`src/include/opmac_consts.svh`:
```
// Constants for the programmable output macrocell block
`ifndef OPMAC_CONSTS_SVH
`define OPMAC_CONSTS_SVH

`define OPMAC_CLK_NS 40
`define OPMAC_PWRUP_NS 1000
`define OPMAC_PWRUP_CYC (`OPMAC_PWRUP_NS / `OPMAC_CLK_NS)
`define OPMAC_IDLE_NS 50
`define OPMAC_IDLE_CYC ((`OPMAC_IDLE_NS + `OPMAC_CLK_NS - 1) / `OPMAC_CLK_NS)
`define OPMAC_ADR_CFG 4'h0
`define OPMAC_ADR_OEN 4'h1
`define OPMAC_ADR_CTL 4'h2
`define OPMAC_ADR_STAT 4'h3
`define OPMAC_ADR_PLD 4'h4
`define OPMAC_ADR_PIN 4'h5
`define OPMAC_ADR_TERM 4'h6
`define OPMAC_ADR_USED 4'h7
`define OPMAC_CTL_PRELOAD 0
`define OPMAC_CTL_SECURE 1
`define OPMAC_CTL_ERASE 2
`define OPMAC_CTL_LOWPWR 3
`define OPMAC_CFG_RST 32'h0000_0000
`define OPMAC_OEN_RST 32'h0000_0000
`define OPMAC_USED_RST 32'h0000_0000

`endif

```
`src/include/opmac_pkg.sv`:
```
// Types for the programmable output macrocell block
package opmac_pkg;
	typedef enum logic [1:0] {
		OPMAC_PWRUP,
		OPMAC_RUN,
		OPMAC_STANDBY
	} opmac_state_t;
endpackage

```
`src/verilog/opmac_cell.sv`:
```
// One output macrocell: register, bypass, polarity, three-state buffer
`include "opmac_consts.svh"
module opmac_cell (
	input wire logic ref_clk_in,
	input wire logic run_in,
	input wire logic sum_in,
	input wire logic oe_term_in,
	input wire logic bypass_in,
	input wire logic polarity_in,
	input wire logic sync_preset_term_in,
	input wire logic async_reset_term_in,
	input wire logic clear_in,
	input wire logic preload_in,
	input wire logic preload_val_in,
	input wire logic pin_level_in,
	output logic q_out,
	output logic pin_val_out,
	output logic pin_oe_out,
	output logic feedback_out
);
	logic q_r;
	wire logic stage_w;

	// Async clear has priority, then power-up clear, preload, preset and capture
	always_ff @(posedge ref_clk_in or posedge async_reset_term_in) begin
		if (async_reset_term_in) begin
			q_r <= 1'b0;
		end else if (clear_in) begin
			q_r <= 1'b0;
		end else if (preload_in) begin
			q_r <= preload_val_in;
		end else if (run_in && sync_preset_term_in) begin
			q_r <= 1'b1;
		end else if (run_in) begin
			q_r <= sum_in;
		end
	end

	assign stage_w = bypass_in ? sum_in : q_r;
	assign q_out = q_r;
	assign pin_val_out = polarity_in ? stage_w : ~stage_w;
	assign pin_oe_out = oe_term_in;
	assign feedback_out = bypass_in ? pin_level_in : ~q_r;
endmodule // opmac_cell

```
`src/verilog/opmac_top.sv`:
```
// Output macrocell array with Wishbone control registers
//
// Local design decisions: register access over Wishbone and the register addresses.
`include "opmac_consts.svh"
module opmac_top #(
	parameter int CELLS = 10,
	parameter int PWRUP_CYC = `OPMAC_PWRUP_CYC,
	parameter int IDLE_CYC = `OPMAC_IDLE_CYC
) (
	input wire logic ref_clk_in,
	input wire logic nrst_in,
	input wire logic [CELLS-1:0] sum_in,
	input wire logic [CELLS-1:0] oe_term_in,
	input wire logic sync_preset_term_in,
	input wire logic async_reset_term_in,
	input wire logic [CELLS-1:0] pin_in,
	output logic [CELLS-1:0] pin_out,
	output logic [CELLS-1:0] pin_oe_out,
	output logic [CELLS-1:0] feedback_out,
	output logic standby_out,
	input wire logic wb_cyc_i,
	input wire logic wb_stb_i,
	input wire logic wb_we_i,
	input wire logic [5:2] wb_adr_i,
	input wire logic [3:0] wb_sel_i,
	input wire logic [31:0] wb_dat_i,
	output logic [31:0] wb_dat_o,
	output logic wb_ack_o
);
	// Counter widths limit the timing counts
	if (CELLS < 1 || CELLS > 16) begin : g_bad_cells
		$error("CELLS must be 1..16");
	end
	if (PWRUP_CYC < 1 || PWRUP_CYC > 1024 || IDLE_CYC < 1 || IDLE_CYC > 255) begin : g_bad_cnt
		$error("counts out of range");
	end

	opmac_pkg::opmac_state_t state_r, state_nxt;
	logic [CELLS-1:0] bypass_r, polarity_r, oen_mask_r, used_r, pld_val_r;
	logic secure_r, preload_r, lowpwr_r;
	logic [9:0] pwr_cnt_r;
	logic [7:0] idle_cnt_r;
	logic [CELLS-1:0] pin_s1_r, pin_s2_r, pin_s3_r, pin_f_r;
	logic sp_f_r;
	logic [CELLS-1:0] pin_val_w, oe_w, fb_w, q_w;
	logic [CELLS-1:0] pin_r, oe_r, fb_r;
	logic [2*CELLS+1:0] in_d_r;
	logic sp_s1_r, sp_s2_r, sp_s3_r;
	logic standby_r, ack_r;
	logic [31:0] rdat_r;

	wire logic req_w = wb_cyc_i && wb_stb_i && !ack_r;
	wire logic wr_w = req_w && wb_we_i && wb_sel_i[0];
	wire logic wr_cfg_w = wr_w && (wb_adr_i == `OPMAC_ADR_CFG);
	wire logic wr_oen_w = wr_w && (wb_adr_i == `OPMAC_ADR_OEN);
	wire logic wr_ctl_w = wr_w && (wb_adr_i == `OPMAC_ADR_CTL);
	wire logic wr_pld_w = wr_w && (wb_adr_i == `OPMAC_ADR_PLD);
	wire logic wr_used_w = wr_w && (wb_adr_i == `OPMAC_ADR_USED);
	wire logic erase_w = wr_ctl_w && wb_dat_i[`OPMAC_CTL_ERASE];
	wire logic run_w = (state_r == opmac_pkg::OPMAC_RUN);
	wire logic clear_w = (state_r == opmac_pkg::OPMAC_PWRUP);
	// Preload takes the pin levels, blocked once secured
	wire logic preload_w = preload_r && !secure_r && !clear_w;
	// Every term input counts as activity for standby; pin_in does not
	wire logic [2*CELLS+1:0] in_now_w = {async_reset_term_in, sync_preset_term_in, oe_term_in,
		sum_in};
	wire logic toggle_w = (in_now_w != in_d_r);
	wire logic idle_done_w = (idle_cnt_r >= 8'(IDLE_CYC));
	// In low-power mode unused terms drop to zero: enable off, sum off
	wire logic [CELLS-1:0] sum_use_w = lowpwr_r ? (sum_in & used_r) : sum_in;
	wire logic [CELLS-1:0] oe_use_w = (lowpwr_r ? (oe_term_in & used_r) : oe_term_in)
		& ~oen_mask_r;
	// Secured readback shows all ones
	wire logic [31:0] cfg_rd_w = secure_r ? 32'hFFFF_FFFF
		: {16'(bypass_r), 16'(polarity_r)};

	genvar g;
	generate
		for (g = 0; g < CELLS; g++) begin : g_cell
			opmac_cell u_cell (
				.ref_clk_in(ref_clk_in),
				.run_in(run_w),
				.sum_in(sum_use_w[g]),
				.oe_term_in(oe_use_w[g]),
				.bypass_in(bypass_r[g]),
				.polarity_in(polarity_r[g]),
				.sync_preset_term_in(sp_f_r),
				.async_reset_term_in(async_reset_term_in),
				.clear_in(clear_w),
				.preload_in(preload_w),
				.preload_val_in(pin_f_r[g]),
				.pin_level_in(pin_f_r[g]),
				.q_out(q_w[g]),
				.pin_val_out(pin_val_w[g]),
				.pin_oe_out(oe_w[g]),
				.feedback_out(fb_w[g])
			);
		end
	endgenerate

	always_comb begin
		state_nxt = state_r;
		case (state_r)
			opmac_pkg::OPMAC_PWRUP: begin
				if (pwr_cnt_r >= 10'(PWRUP_CYC - 1)) state_nxt = opmac_pkg::OPMAC_RUN;
			end
			opmac_pkg::OPMAC_RUN: begin
				if (lowpwr_r && idle_done_w && !toggle_w) begin
					state_nxt = opmac_pkg::OPMAC_STANDBY;
				end
			end
			opmac_pkg::OPMAC_STANDBY: begin
				if (toggle_w || !lowpwr_r) state_nxt = opmac_pkg::OPMAC_RUN;
			end
			default: state_nxt = opmac_pkg::OPMAC_PWRUP;
		endcase
	end

	always_ff @(posedge ref_clk_in) begin
		if (!nrst_in) begin
			state_r <= opmac_pkg::OPMAC_PWRUP;
			pwr_cnt_r <= 10'h000;
			idle_cnt_r <= 8'h00;
			in_d_r <= '0;
		end else begin
			state_r <= state_nxt;
			pwr_cnt_r <= clear_w ? pwr_cnt_r + 10'h001 : 10'h000;
			idle_cnt_r <= toggle_w ? 8'h00 : (idle_done_w ? idle_cnt_r : idle_cnt_r + 8'h01);
			in_d_r <= in_now_w;
		end
	end

	// Pin and preset term synchronisers
	always_ff @(posedge ref_clk_in) begin
		pin_s1_r <= pin_in;
		pin_s2_r <= pin_s1_r;
		pin_s3_r <= pin_s2_r;
		sp_s1_r <= sync_preset_term_in;
		sp_s2_r <= sp_s1_r;
		sp_s3_r <= sp_s2_r;
		if (pin_s2_r == pin_s3_r) pin_f_r <= pin_s3_r;
		if (sp_s2_r == sp_s3_r) sp_f_r <= sp_s3_r;
	end

	// Outputs frozen in standby
	always_ff @(posedge ref_clk_in) begin
		if (!nrst_in) begin
			pin_r <= '0;
			oe_r <= '0;
			fb_r <= '0;
			standby_r <= 1'b0;
		end else begin
			standby_r <= (state_nxt == opmac_pkg::OPMAC_STANDBY);
			if (state_r != opmac_pkg::OPMAC_STANDBY) begin
				pin_r <= pin_val_w;
				oe_r <= oe_w;
				fb_r <= fb_w;
			end
		end
	end

	always_ff @(posedge ref_clk_in) begin
		if (!nrst_in) begin
			bypass_r <= CELLS'(`OPMAC_CFG_RST);
			polarity_r <= CELLS'(`OPMAC_CFG_RST);
			oen_mask_r <= CELLS'(`OPMAC_OEN_RST);
			used_r <= CELLS'(`OPMAC_USED_RST);
			pld_val_r <= '0;
			secure_r <= 1'b0;
			preload_r <= 1'b0;
			lowpwr_r <= 1'b0;
		end else begin
			if (wr_cfg_w && !secure_r) begin
				polarity_r <= wb_dat_i[CELLS-1:0];
				bypass_r <= wb_dat_i[16+CELLS-1:16];
			end
			if (wr_oen_w) oen_mask_r <= wb_dat_i[CELLS-1:0];
			if (wr_used_w && !secure_r) used_r <= wb_dat_i[CELLS-1:0];
			if (wr_pld_w) pld_val_r <= wb_dat_i[CELLS-1:0];
			if (wr_ctl_w) begin
				preload_r <= wb_dat_i[`OPMAC_CTL_PRELOAD];
				lowpwr_r <= wb_dat_i[`OPMAC_CTL_LOWPWR];
			end
			if (erase_w) begin
				secure_r <= 1'b0;
				polarity_r <= '1;
				bypass_r <= '1;
				used_r <= '0;
			end else if (wr_ctl_w && wb_dat_i[`OPMAC_CTL_SECURE]) begin
				secure_r <= 1'b1;
			end
		end
	end

	always_ff @(posedge ref_clk_in) begin
		if (!nrst_in) begin
			ack_r <= 1'b0;
			rdat_r <= 32'h0000_0000;
		end else begin
			ack_r <= req_w;
			// Read data holds until the next request
			if (!req_w) rdat_r <= rdat_r;
			else if (wb_adr_i == `OPMAC_ADR_CFG) rdat_r <= cfg_rd_w;
			else if (wb_adr_i == `OPMAC_ADR_OEN) rdat_r <= 32'(oen_mask_r);
			else if (wb_adr_i == `OPMAC_ADR_CTL) begin
				rdat_r <= {28'h0000000, lowpwr_r, 1'b0, secure_r, preload_r};
			end
			else if (wb_adr_i == `OPMAC_ADR_STAT) begin
				rdat_r <= {30'h00000000, standby_r, clear_w};
			end
			else if (wb_adr_i == `OPMAC_ADR_PLD) rdat_r <= 32'(pld_val_r);
			else if (wb_adr_i == `OPMAC_ADR_PIN) rdat_r <= 32'(pin_f_r);
			else if (wb_adr_i == `OPMAC_ADR_TERM) rdat_r <= 32'(q_w);
			else if (wb_adr_i == `OPMAC_ADR_USED) rdat_r <= secure_r ? 32'hFFFF_FFFF : 32'(used_r);
			else rdat_r <= 32'h0000_0000;
		end
	end

	assign pin_out = pin_r;
	assign pin_oe_out = oe_r;
	assign feedback_out = fb_r;
	assign standby_out = standby_r;
	assign wb_dat_o = rdat_r;
	assign wb_ack_o = ack_r;
endmodule // opmac_top
```
`config.mk`:
```
export PLATFORM = sky130hd
export DESIGN_NAME = opmac_top
export DESIGN_NICKNAME = d
export VERILOG_FILES = /design/src/include/opmac_pkg.sv /design/src/verilog/opmac_cell.sv /design/src/verilog/opmac_top.sv
export VERILOG_INCLUDE_DIRS = /design/src /design/src/include
export SDC_FILE = /design/constraint.sdc
export NUM_CORES = 1
export LEC_CHECK = 0
export ABC_CLOCK_PERIOD_IN_PS = 4310
export BUFFER_PORTS_ARGS = -buffer_cell sky130_fd_sc_hd__buf_2
export CAP_MARGIN = 15
export CORE_ASPECT_RATIO = 1.2
export CORE_MARGIN = 2
export CORE_UTILIZATION = 55
export DETAILED_ROUTE_END_ITERATION = 10
export PLACE_DENSITY_LB_ADDON = 0.15
export SYNTH_ARGS = -nofsm -noshare
export SYNTH_HDL_FRONTEND = slang
export SYNTH_SLANG_ARGS = --single-unit
export TNS_END_PERCENT = 100
```
`constraint.sdc`:
```
create_clock -name ref_clk_in -period 4.31 [get_ports ref_clk_in]
set_input_delay 0.2155 -clock ref_clk_in [delete_from_list [all_inputs] [get_ports ref_clk_in]]
set_output_delay 0.2155 -clock ref_clk_in [all_outputs]
set_load 0.02 [all_outputs]
```
Word-level counts from Yosys, hierarchy flattened --
Cells that the tools add are included.
Word-level totals: bits in latches 0, memory bits (writable) 0, bits in read-only memories 0, memories kept 0, register bits 213, logic and storage cells 200
Operators by class: equality and inequality tests 14, add/subtract/negate cells 2, bitwise logic cells 25, order comparisons 2, shifts and indexed selects 0, reductions and logical operators 31, multiplexer cells 90, divide/modulo/power cells 0, multiply operators 0
Operators with widths (number):
- 2-to-1 mux 32 bit | 10
- 2-to-1 mux 1 bit | 70
- 2-to-1 mux 10 bit | 6
- AND 10 bit | 3
- inequality test 22 bit | 1
- NOT 1 bit | 21
- logical AND 1 bit | 18
- == test 4 x 3 -> 1 bit, second input constant | 4
- adder 10 x 1 -> 10 bit, second input constant | 1
- == test 10 bit | 1
- >= comparator 10 x 5 -> 1 bit, second input constant | 1
- NOT 10 bit | 1
- adder 8 x 1 -> 8 bit, second input constant | 1
- == test 4 x 2 -> 1 bit, second input constant | 2
- >= comparator 8 x 2 -> 1 bit, second input constant | 1
- 2-to-1 mux 2 bit | 3
- case mux 2 bit (3 select lines) | 1
- logical NOT 1 bit | 5
- == test 2 bit, second input constant | 2
- == test 4 x 1 -> 1 bit, second input constant | 1
- logical NOT 4 bit | 1
- nonzero test 4 bit | 1
- OR reduction 2 bit | 2
- == test 2 x 1 -> 1 bit, second input constant | 1
- other kinds (6) | 6

Longest topological paths before layout --
Gate-level depths: netlist of run 1.
depth after elaboration 9, depth in mapped cells 8, mapped depth without buffers 7

Hierarchy --
A second synthesis of run 1 with hierarchy kept.
Unflattened totals: cells, all modules 895, area, all modules 8528.2 µm²
By module, submodules not included:
- opmac_top | area each 7539.7 µm², times used 1, cells an instance 785
- opmac_cell | area each 98.8 µm², times used 10, cells an instance 11

Least setup slack after synthesis of run 1 --
Ideal clock, no wire load.
path kind register to register, start point register pin_s3_r[3], end point register pin_f_r[0], enable pin, slack 2.299 ns, path buffers 0, stages on the path, launching flop included 4, arrival time 1.608 ns, cells stage by stage dfxtp_1 -> xnor2_1 -> nand4_1 -> nor4_1
Between the ends: longest elaborated chain between the ends 1
RTL lines:
- start: declaration | RTL line opmac_top.sv:43 | logic [CELLS-1:0] pin_s1_r, pin_s2_r, pin_s3_r, pin_f_r;
- start signal: assignment | RTL line opmac_top.sv:137 | pin_s3_r <= pin_s2_r;
- == test 10 bit | RTL line opmac_top.sv:141 | if (pin_s2_r == pin_s3_r) pin_f_r <= pin_s3_r;
- end signal: assignment | RTL line opmac_top.sv:141
- end: declaration | RTL line opmac_top.sv:43
Every way passes these cells. A chain may end at the register's enable or synchronous reset.

Final worst setup path of run 1 --
start point register ack_r (netlist: wb_ack_o), end point register used_r[2]
Between the ends: longest elaborated chain between the ends 7, elaborated cells on any way between the ends 9
RTL lines:
- start: declaration | RTL line opmac_top.sv:49 | logic standby_r, ack_r;
- start signal: assignment | RTL line opmac_top.sv:200 | ack_r <= req_w;
- logical NOT 1 bit (*) | RTL line opmac_top.sv:52 | wire logic req_w = wb_cyc_i && wb_stb_i && !ack_r;
- logical AND 1 bit (*) | RTL line opmac_top.sv:52
- logical AND 1 bit (*) (2 in a row) | RTL line opmac_top.sv:53 | wire logic wr_w = req_w && wb_we_i && wb_sel_i[0];
- logical AND 1 bit | RTL line opmac_top.sv:56 | wire logic wr_ctl_w = wr_w && (wb_adr_i == `OPMAC_ADR_CTL);
- logical AND 1 bit | RTL line opmac_top.sv:59 | wire logic erase_w = wr_ctl_w && wb_dat_i[`OPMAC_CTL_ERASE];
- OR reduction 2 bit (no source line)
- end signal: assignment | RTL line opmac_top.sv:167 | used_r <= CELLS'(`OPMAC_USED_RST);
- end signal: assignment | RTL line opmac_top.sv:178 | if (wr_used_w && !secure_r) used_r <= wb_dat_i[CELLS-1:0];
- end: declaration | RTL line opmac_top.sv:39 | logic [CELLS-1:0] bypass_r, polarity_r, oen_mask_r, used_r, pld_val_r;
Every way passes the cells marked *; elsewhere a longest branch is shown, timed or not.

==> results of run 1 <==
==> stage by stage <==
step / instance area [um2] / hold WS (ns) / std cells
after global routing: 10000 / 0.0177 / 1211
after floorplan: 8460 / 0.0557 / 872
after global placement: 9100 / 0.278 / 1151
after CTS: 10000 / 0.000676 / 1211
after detailed placement: 9100 / 0.275 / 1151
final: 10000 / 0.00977 / 1211
==> power by group through the flow <==
stage / clock [mW] / combinational, mW / sequential (mW)
final: 1.82 / 0.278 / 1.97
after global routing: 1.92 / 0.303 / 1.97
after CTS: 1.84 / 0.278 / 1.97
after detailed placement: 0 / 0.262 / 2.01
after global placement: 0 / 0.259 / 2.01
after floorplan: 0 / 0.131 / 2.03
==> registers in the layout, summed over array words and instances, names as in the netlist, 8 cells and up <==
signal	count
pin_oe_out	10
feedback_out	10
in_d_r	22
pin_s3_r	10
bypass_r	10
oen_mask_r	10
wb_dat_o	21
g_cell.u_cell.q_out	10
pld_val_r	10
polarity_r	10
pwr_cnt_r	10
pin_s1_r	10
used_r	10
pin_f_r	10
pin_out	10
pin_s2_r	10
idle_cnt_r	8
==> area by class of cell <==
class | count | area (um2) | share of cell area, %
Clock buffer | 26 | 564 | 5.63
Clock inverter | 11 | 124 | 1.24
Sequential cell | 202 | 4200 | 41.9
Inverter | 11 | 41.3 | 0.412
Tap cell | 204 | 255 | 2.55
Multi-Input combinational cell | 602 | 3930 | 39.2
Timing Repair Buffer | 155 | 908 | 9.06
==> worst max-delay path, stage by stage, from the launching register on <==
cell	delay (ns)
dfxtp_1	0.31
nand3b_1	0.59
nor4_4	0.59
nand2_1	0.54
nand2_1	0.56
a21oi_1	0.08
==> cell families (layout without fill, tap and decap cells) <==
group / Yosys count / after routing / share of synthesized area (%)
simple gates: 295 / 295 / 18.5
compound gates: 219 / 219 / 17.8
flops: 202 / 202 / 49.7
buf+inv: 68 / 203 / 4.11
xor+xnor: 50 / 50 / 5.18
mux: 34 / 34 / 4.18
fa+ha+maj: 4 / 4 / 0.591
==> repair_timing <==
action	4_1_cts	5_1_grt
hold endpoints to repair	34	0
resized for setup	0	0
hold buffers	23	0
==> layer usage <==
metal,part of all wire (%),wire length [um]
met5,0,0
met4,3.6,792
met3,5.9,1300
met2,47,10300
met1,43,9530
==> layout by cell type (no fill, tap or decap), types with 7 or more instances in the layout <==
cell	n
a22o_1	8
xnor2_1	43
nand2b_1	20
nand4b_1	11
dfrtp_1	10
o21a_1	8
o221ai_1	10
a21boi_0	29
mux2i_1	32
o21ai_0	61
clkbuf_16	21
xor2_1	7
a21o_1	10
dfxtp_1	181
o2bb2ai_1	9
o211a_1	20
nand2_1	102
a31oi_1	17
edfxtp_1	11
buf_2	125
nor2_1	39
nor2b_1	36
buf_4	7
a22oi_1	10
a21boi_1	12
nand4_1	10
inv_1	10
a21oi_1	22
and2_1	40
dlygate4sd3_1	23
==> worst paths after layout <==
kind                       slack, ns  cells past startpoint                     end           startpoint
setup / recovery                1.50                      5               used_r[2]             wb_ack_o
hold / removal                  0.01                      2               in_d_r[4]            sum_in[4]
setup reg to reg                1.50                      5               used_r[2]             wb_ack_o
hold reg to reg                 0.33                      0             pin_s2_r[3]          pin_s1_r[3]
max in group asynchronous       3.71                      3  g_cell[3].u_cell.q_out  async_reset_term_in
min in group asynchronous       0.30                      3  g_cell[0].u_cell.q_out  async_reset_term_in
==> results.py, run 1 <==
metrics = {
    "global_routing": {
        "grt_pass1_vias": 6301,
        "grt.busiest_layer": "met2",
        "antenna_found_initial": 0,
        "grt_util_met3_pct": 3.14,
        "grt.total_usage_pct": 26.5,
        "grt_overflow": 0,
        "met1_usage_pct": 36.3,
        "met2_usage_pct": 42.8,
        "grt_pass1_wl_mm": 33.8,
        "grt_max_degree": 54,
    },
    "power": {
        "power_switching_mw": 0.947,
        "ir_drop_uv": 344,
        "switching_share_pct": 23.3,
        "p_int_mw": 3.12,
        "pwr-share-seq_pct": 48.4,
        "p_leak_nw": 4.06,
        "power.total_mw": 4.06,
        "powerDensity_nw_per_um2": 406,
        "clockPowerShare_pct": 44.7,
        "combinationalPowerShare_pct": 6.9,
    },
    "layout": {
        "fin_util_pct": 66.7,
        "fillers": 1220,
        "area_growth_syn_to_layout_pct": 18.4,
        "fin_nets": 1074,
        "drive_gt1_share_pct": 18.1,
        "antenna_cells": 0,
    },
    "yosys": {
        "synth_area_leaders": "dfxtp_1 43%, nand2_1 4.5%, xnor2_1 4.5%",
        "synth-async-reset-ratio_pct": 4.95,
        "netlist.area_leader.share_pct": 42.8,
        "yosys_warnings": 0,
        "synth_seq_area_share_pct": 49.7,
        "syn_inst": 872,
        "synth.most_common_cell": "dfxtp_1",
        "syn_area_per_cell_um2": 9.70,
        "synthesis.area_um2": 8460,
        "synth_edf_count": 11,
        "synth_common_cells": "181 x dfxtp_1, 102 x nand2_1, 61 x o21ai_0, 43 x xnor2_1, 40 x and2_1",
        "ys.flop_type": "dfxtp_1",
        "synth_nets": 953,
        "yosys.area.top_type": "dfxtp_1",
        "ys_seq_elements": 202,
        "yosysUniqueCellTypes": 54,
    },
    "clocking": {
        "clk_pin_slew_worst_paths_ns": 0.06,
        "root_buffer": "clkbuf_16",
        "clock_path_buffers": 3,
        "cts_made_buffers": 21,
        "post_cts_buffers": 0,
        "cts.htree.levels": 1,
        "insertion_delay_ns": 0.50,
        "cts_tree": "done",
        "clock-sinks": 202,
    },
    "sta": {
        "worst-slew-pin-transition_ns": 0.983,
        "clock_skew_ns": 0.0114,
        "final.period_utilization_pct": 65.1,
        "max_slew_margin_pct": 34.5,
        "setup_slack_ns": 1.50,
        "layout_min_cycle_time_ns": 2.81,
        "tns_ns": 0,
        "rsz0062_at_grt": "no",
        "setup_viol": 0,
        "finalHoldViolCount": 0,
        "slew_violations": 0,
        "fmax_mhz": 356,
    },
    "floorplan": {
        "start_util_pct": 56.3,
        "core-area_um2": 15000,
        "die_x_um": 117,
        "dieArea_um2": 16400,
        "fp.dieH_um": 140,
        "ios": 141,
        "row_count": 49,
    },
    "outcome": {
        "status": "finished clean",
    },
    "drt": {
        "firstDrtPassIters": 6,
        "routed_via_density": 5.55,
        "drt-wirelength-per-cell_um": 18.1,
        "ant_nets": 0,
        "drt_iter0_markers": 505,
        "wl_mm": 21.9,
        "drc": 0,
        "vias": 6719,
    },
    "setup_path": {
        "cp-start-kind": "register",
        "setup.worst_path.class": "register to register",
        "crit_path_max_fanout": 20,
        "cp_data_required_time_ns": 4.67,
        "worstPathArrival_ns": 3.16,
        "endpoint_kind": "register",
    },
    "flow_run": {
        "drv_cap": 0,
    },
    "place": {
        "dpl_worst_slack_ns": 1.55,
        "port_buffers": 125,
        "gp_congestion": 0.880,
        "dp_hpwl_mm": 15.4,
    },
    "hold_path": {
        "min_path_type": "input pin to register",
    },
}
(Power assumes the default switching activity.)
==> inputs of run 2 (changes only) <==
--- a/config.mk
+++ b/config.mk
@@ -6,7 +6,7 @@
 export SDC_FILE = /design/constraint.sdc
 export NUM_CORES = 1
 export LEC_CHECK = 0
-export ABC_CLOCK_PERIOD_IN_PS = 4310
+export ABC_CLOCK_PERIOD_IN_PS = 2880
 export BUFFER_PORTS_ARGS = -buffer_cell sky130_fd_sc_hd__buf_2
 export CAP_MARGIN = 15
 export CORE_ASPECT_RATIO = 1.2
==> constraint.sdc (replaced) <==
create_clock -name ref_clk_in -period 2.88 [get_ports ref_clk_in]
set_input_delay 0.144 -clock ref_clk_in [delete_from_list [all_inputs] [get_ports ref_clk_in]]
set_output_delay 0.144 -clock ref_clk_in [all_outputs]
set_load 0.02 [all_outputs]
==> run 2 against run 1 <==
  * Register-to-register slack worse by 0.82 ns
  * Routed wire length increased by 2.7%
  * Critical path depth is 1 lower
  * Die area is the same
  * Critical path type unchanged
  * Largest cell class unchanged
  * Highest routed layer unchanged
==> results.py, run 2 (synthesized netlist as in run 1, its figures left out) <==
metrics = {
    "drt": {
        "ant_nets": 0,
        "drt_iter0_markers": 450,
        "routed_via_density": 5.54,
        "wl_met1_mm": 9.64,
        "wl_met2_mm": 10.6,
        "vias": 6898,
        "firstDrtPassIters": 5,
        "top_layer_used": "met4",
        "dr_wl_met3_mm": 1.40,
        "drc": 0,
        "drt-wirelength-per-cell_um": 18.1,
        "wl_mm": 22.5,
    },
    "clocking": {
        "cts.htree.levels": 1,
        "clk_pin_slew_worst_paths_ns": 0.06,
        "cts_made_buffers": 21,
        "post_cts_buffers": 0,
        "insertion_delay_ns": 0.50,
        "root_buffer": "clkbuf_16",
        "clock_path_buffers": 3,
        "cts_tree": "done",
        "clock-sinks": 202,
    },
    "setup_path": {
        "cp_data_required_time_ns": 3.27,
        "rr_worst_depth": 4,
        "endpoint_kind": "register",
        "cp-start-kind": "register",
        "critical_path.reg2reg.endpoint": "g_cell[0].u_cell.q_out",
        "r2r_slack_ns": 0.68,
        "setup.worst_path.class": "register to register",
        "r2r_start": "secure_r",
        "worstPathArrival_ns": 2.59,
        "crit_path_max_fanout": 15,
    },
    "hold_path": {
        "hp-start": "wb_adr_i[5]",
        "holdPathEnd": "wb_dat_o[8]",
        "worstHoldPathCells": 3,
        "min_path_type": "input pin to register",
    },
    "sta": {
        "finalHoldViolCount": 0,
        "worst-slew-pin-transition_ns": 0.897,
        "clock_skew_ns": 0.0119,
        "rsz0062_at_grt": "no",
        "layout_min_cycle_time_ns": 2.20,
        "final.period_utilization_pct": 76.4,
        "setup_viol": 0,
        "fmax_mhz": 455,
        "tns_ns": 0,
        "max_slew_margin_pct": 40.1,
        "slew_violations": 0,
    },
    "global_routing": {
        "grt_max_degree": 52,
        "grt.total_usage_pct": 27.7,
        "grt_pass1_wl_mm": 35.1,
        "grt_overflow": 0,
        "grt_pass1_vias": 6498,
        "antenna_found_initial": 0,
    },
    "layout": {
        "fillers": 1218,
        "regMostFlops": "in_d_r",
        "fin_util_pct": 68.6,
        "antenna_cells": 0,
        "drive_gt1_share_pct": 17.8,
        "final_common_cell": "dfxtp_1",
        "largest_register_ffs": 22,
        "fin_nets": 1108,
        "area_growth_syn_to_layout_pct": 21.7,
        "final_cell_mix": "181 x dfxtp_1, 125 x buf_2, 102 x nand2_1",
        "seq_area_um2": 4200,
        "multiInputGateArea_um2": 3930,
    },
    "floorplan": {
        "dieArea_um2": 16400,
        "ios": 141,
        "core-area_um2": 15000,
        "fp.dieH_um": 140,
        "row_count": 49,
        "die_x_um": 117,
        "start_util_pct": 56.3,
    },
    "outcome": {
        "status": "finished clean",
    },
    "power": {
        "ir_drop_uv": 677,
        "p_leak_nw": 4.19,
        "powerDensity_nw_per_um2": 577,
    },
    "flow_run": {
        "drv_cap": 0,
    },
    "place": {
        "dp_hpwl_mm": 15.6,
        "gp_congestion": 0.885,
        "port_buffers": 125,
    },
}
-- run 2: metrics by stage --
stage / instance area [um2] / worst slack (ns) / hold slack [ns] / cells / total power [mW]
2_1_floorplan: 8460 / 0.869 / -0.0158 / 872 / 3.23
3_3_place_gp: 9140 / 0.740 / 0.210 / 1156 / 3.40
3_5_place_dp: 9140 / 0.763 / 0.206 / 1156 / 3.40
4_1_cts: 10300 / 0.750 / 0.129 / 1245 / 5.98
5_1_grt: 10300 / 0.540 / 0.158 / 1245 / 6.14
6_report: 10300 / 0.680 / 0.150 / 1245 / 5.94
-- run 2: layout make-up --
class / count / share of cell area, %
clock inverters: 7 / 0.389
well taps: 204 / 2.48
multi-input cells: 602 / 38.1
inverters: 11 / 0.401
repair buffers: 189 / 12.0
clock buffers: 30 / 5.82
flip-flops and latches: 202 / 40.8
-- run 2: timing repair --
| action | in CTS | in global routing |
|---|---|---|
| hold buffers | 52 | 0 |
| endpoints found under the hold margin | 85 | 0 |
| resized for setup | 0 | 0 |
-- run 2: power breakdown --
part	internal [mW]	leakage, nW	switching, mW
registers	2.90	1.73	0.0419
logic	0.206	2.14	0.246
clock network	1.45	0.322	1.09
total	4.56	4.19	1.38
-- run 2: critical path, stage by stage (launching register included) --
cell and delay, ns:
dfxtp_1 0.72, inv_1 0.22, a21oi_1 0.74, a22oi_1 0.20
a21o_1 0.21
-- run 2: metal layers --
metal	vias up	track usage, %
met5	-	0
met4	0	10.5
met3	46	4.22
met2	254	44.6
met1	3255	37.3
li1	3343	-
-- run 2: how the worst max path moves through the flow --
stage / startpoint / to / cells after the start
6_report: secure_r / g_cell[0].u_cell.q_out / 4
5_1_grt: secure_r / g_cell[3].u_cell.q_out / 4
4_1_cts: secure_r / g_cell[0].u_cell.q_out / 4
3_5_place_dp: secure_r / g_cell[0].u_cell.q_out / 4
3_3_place_gp: secure_r / g_cell[8].u_cell.q_out / 4
2_1_floorplan: pin_s3_r[3] / pin_f_r[0] / 3
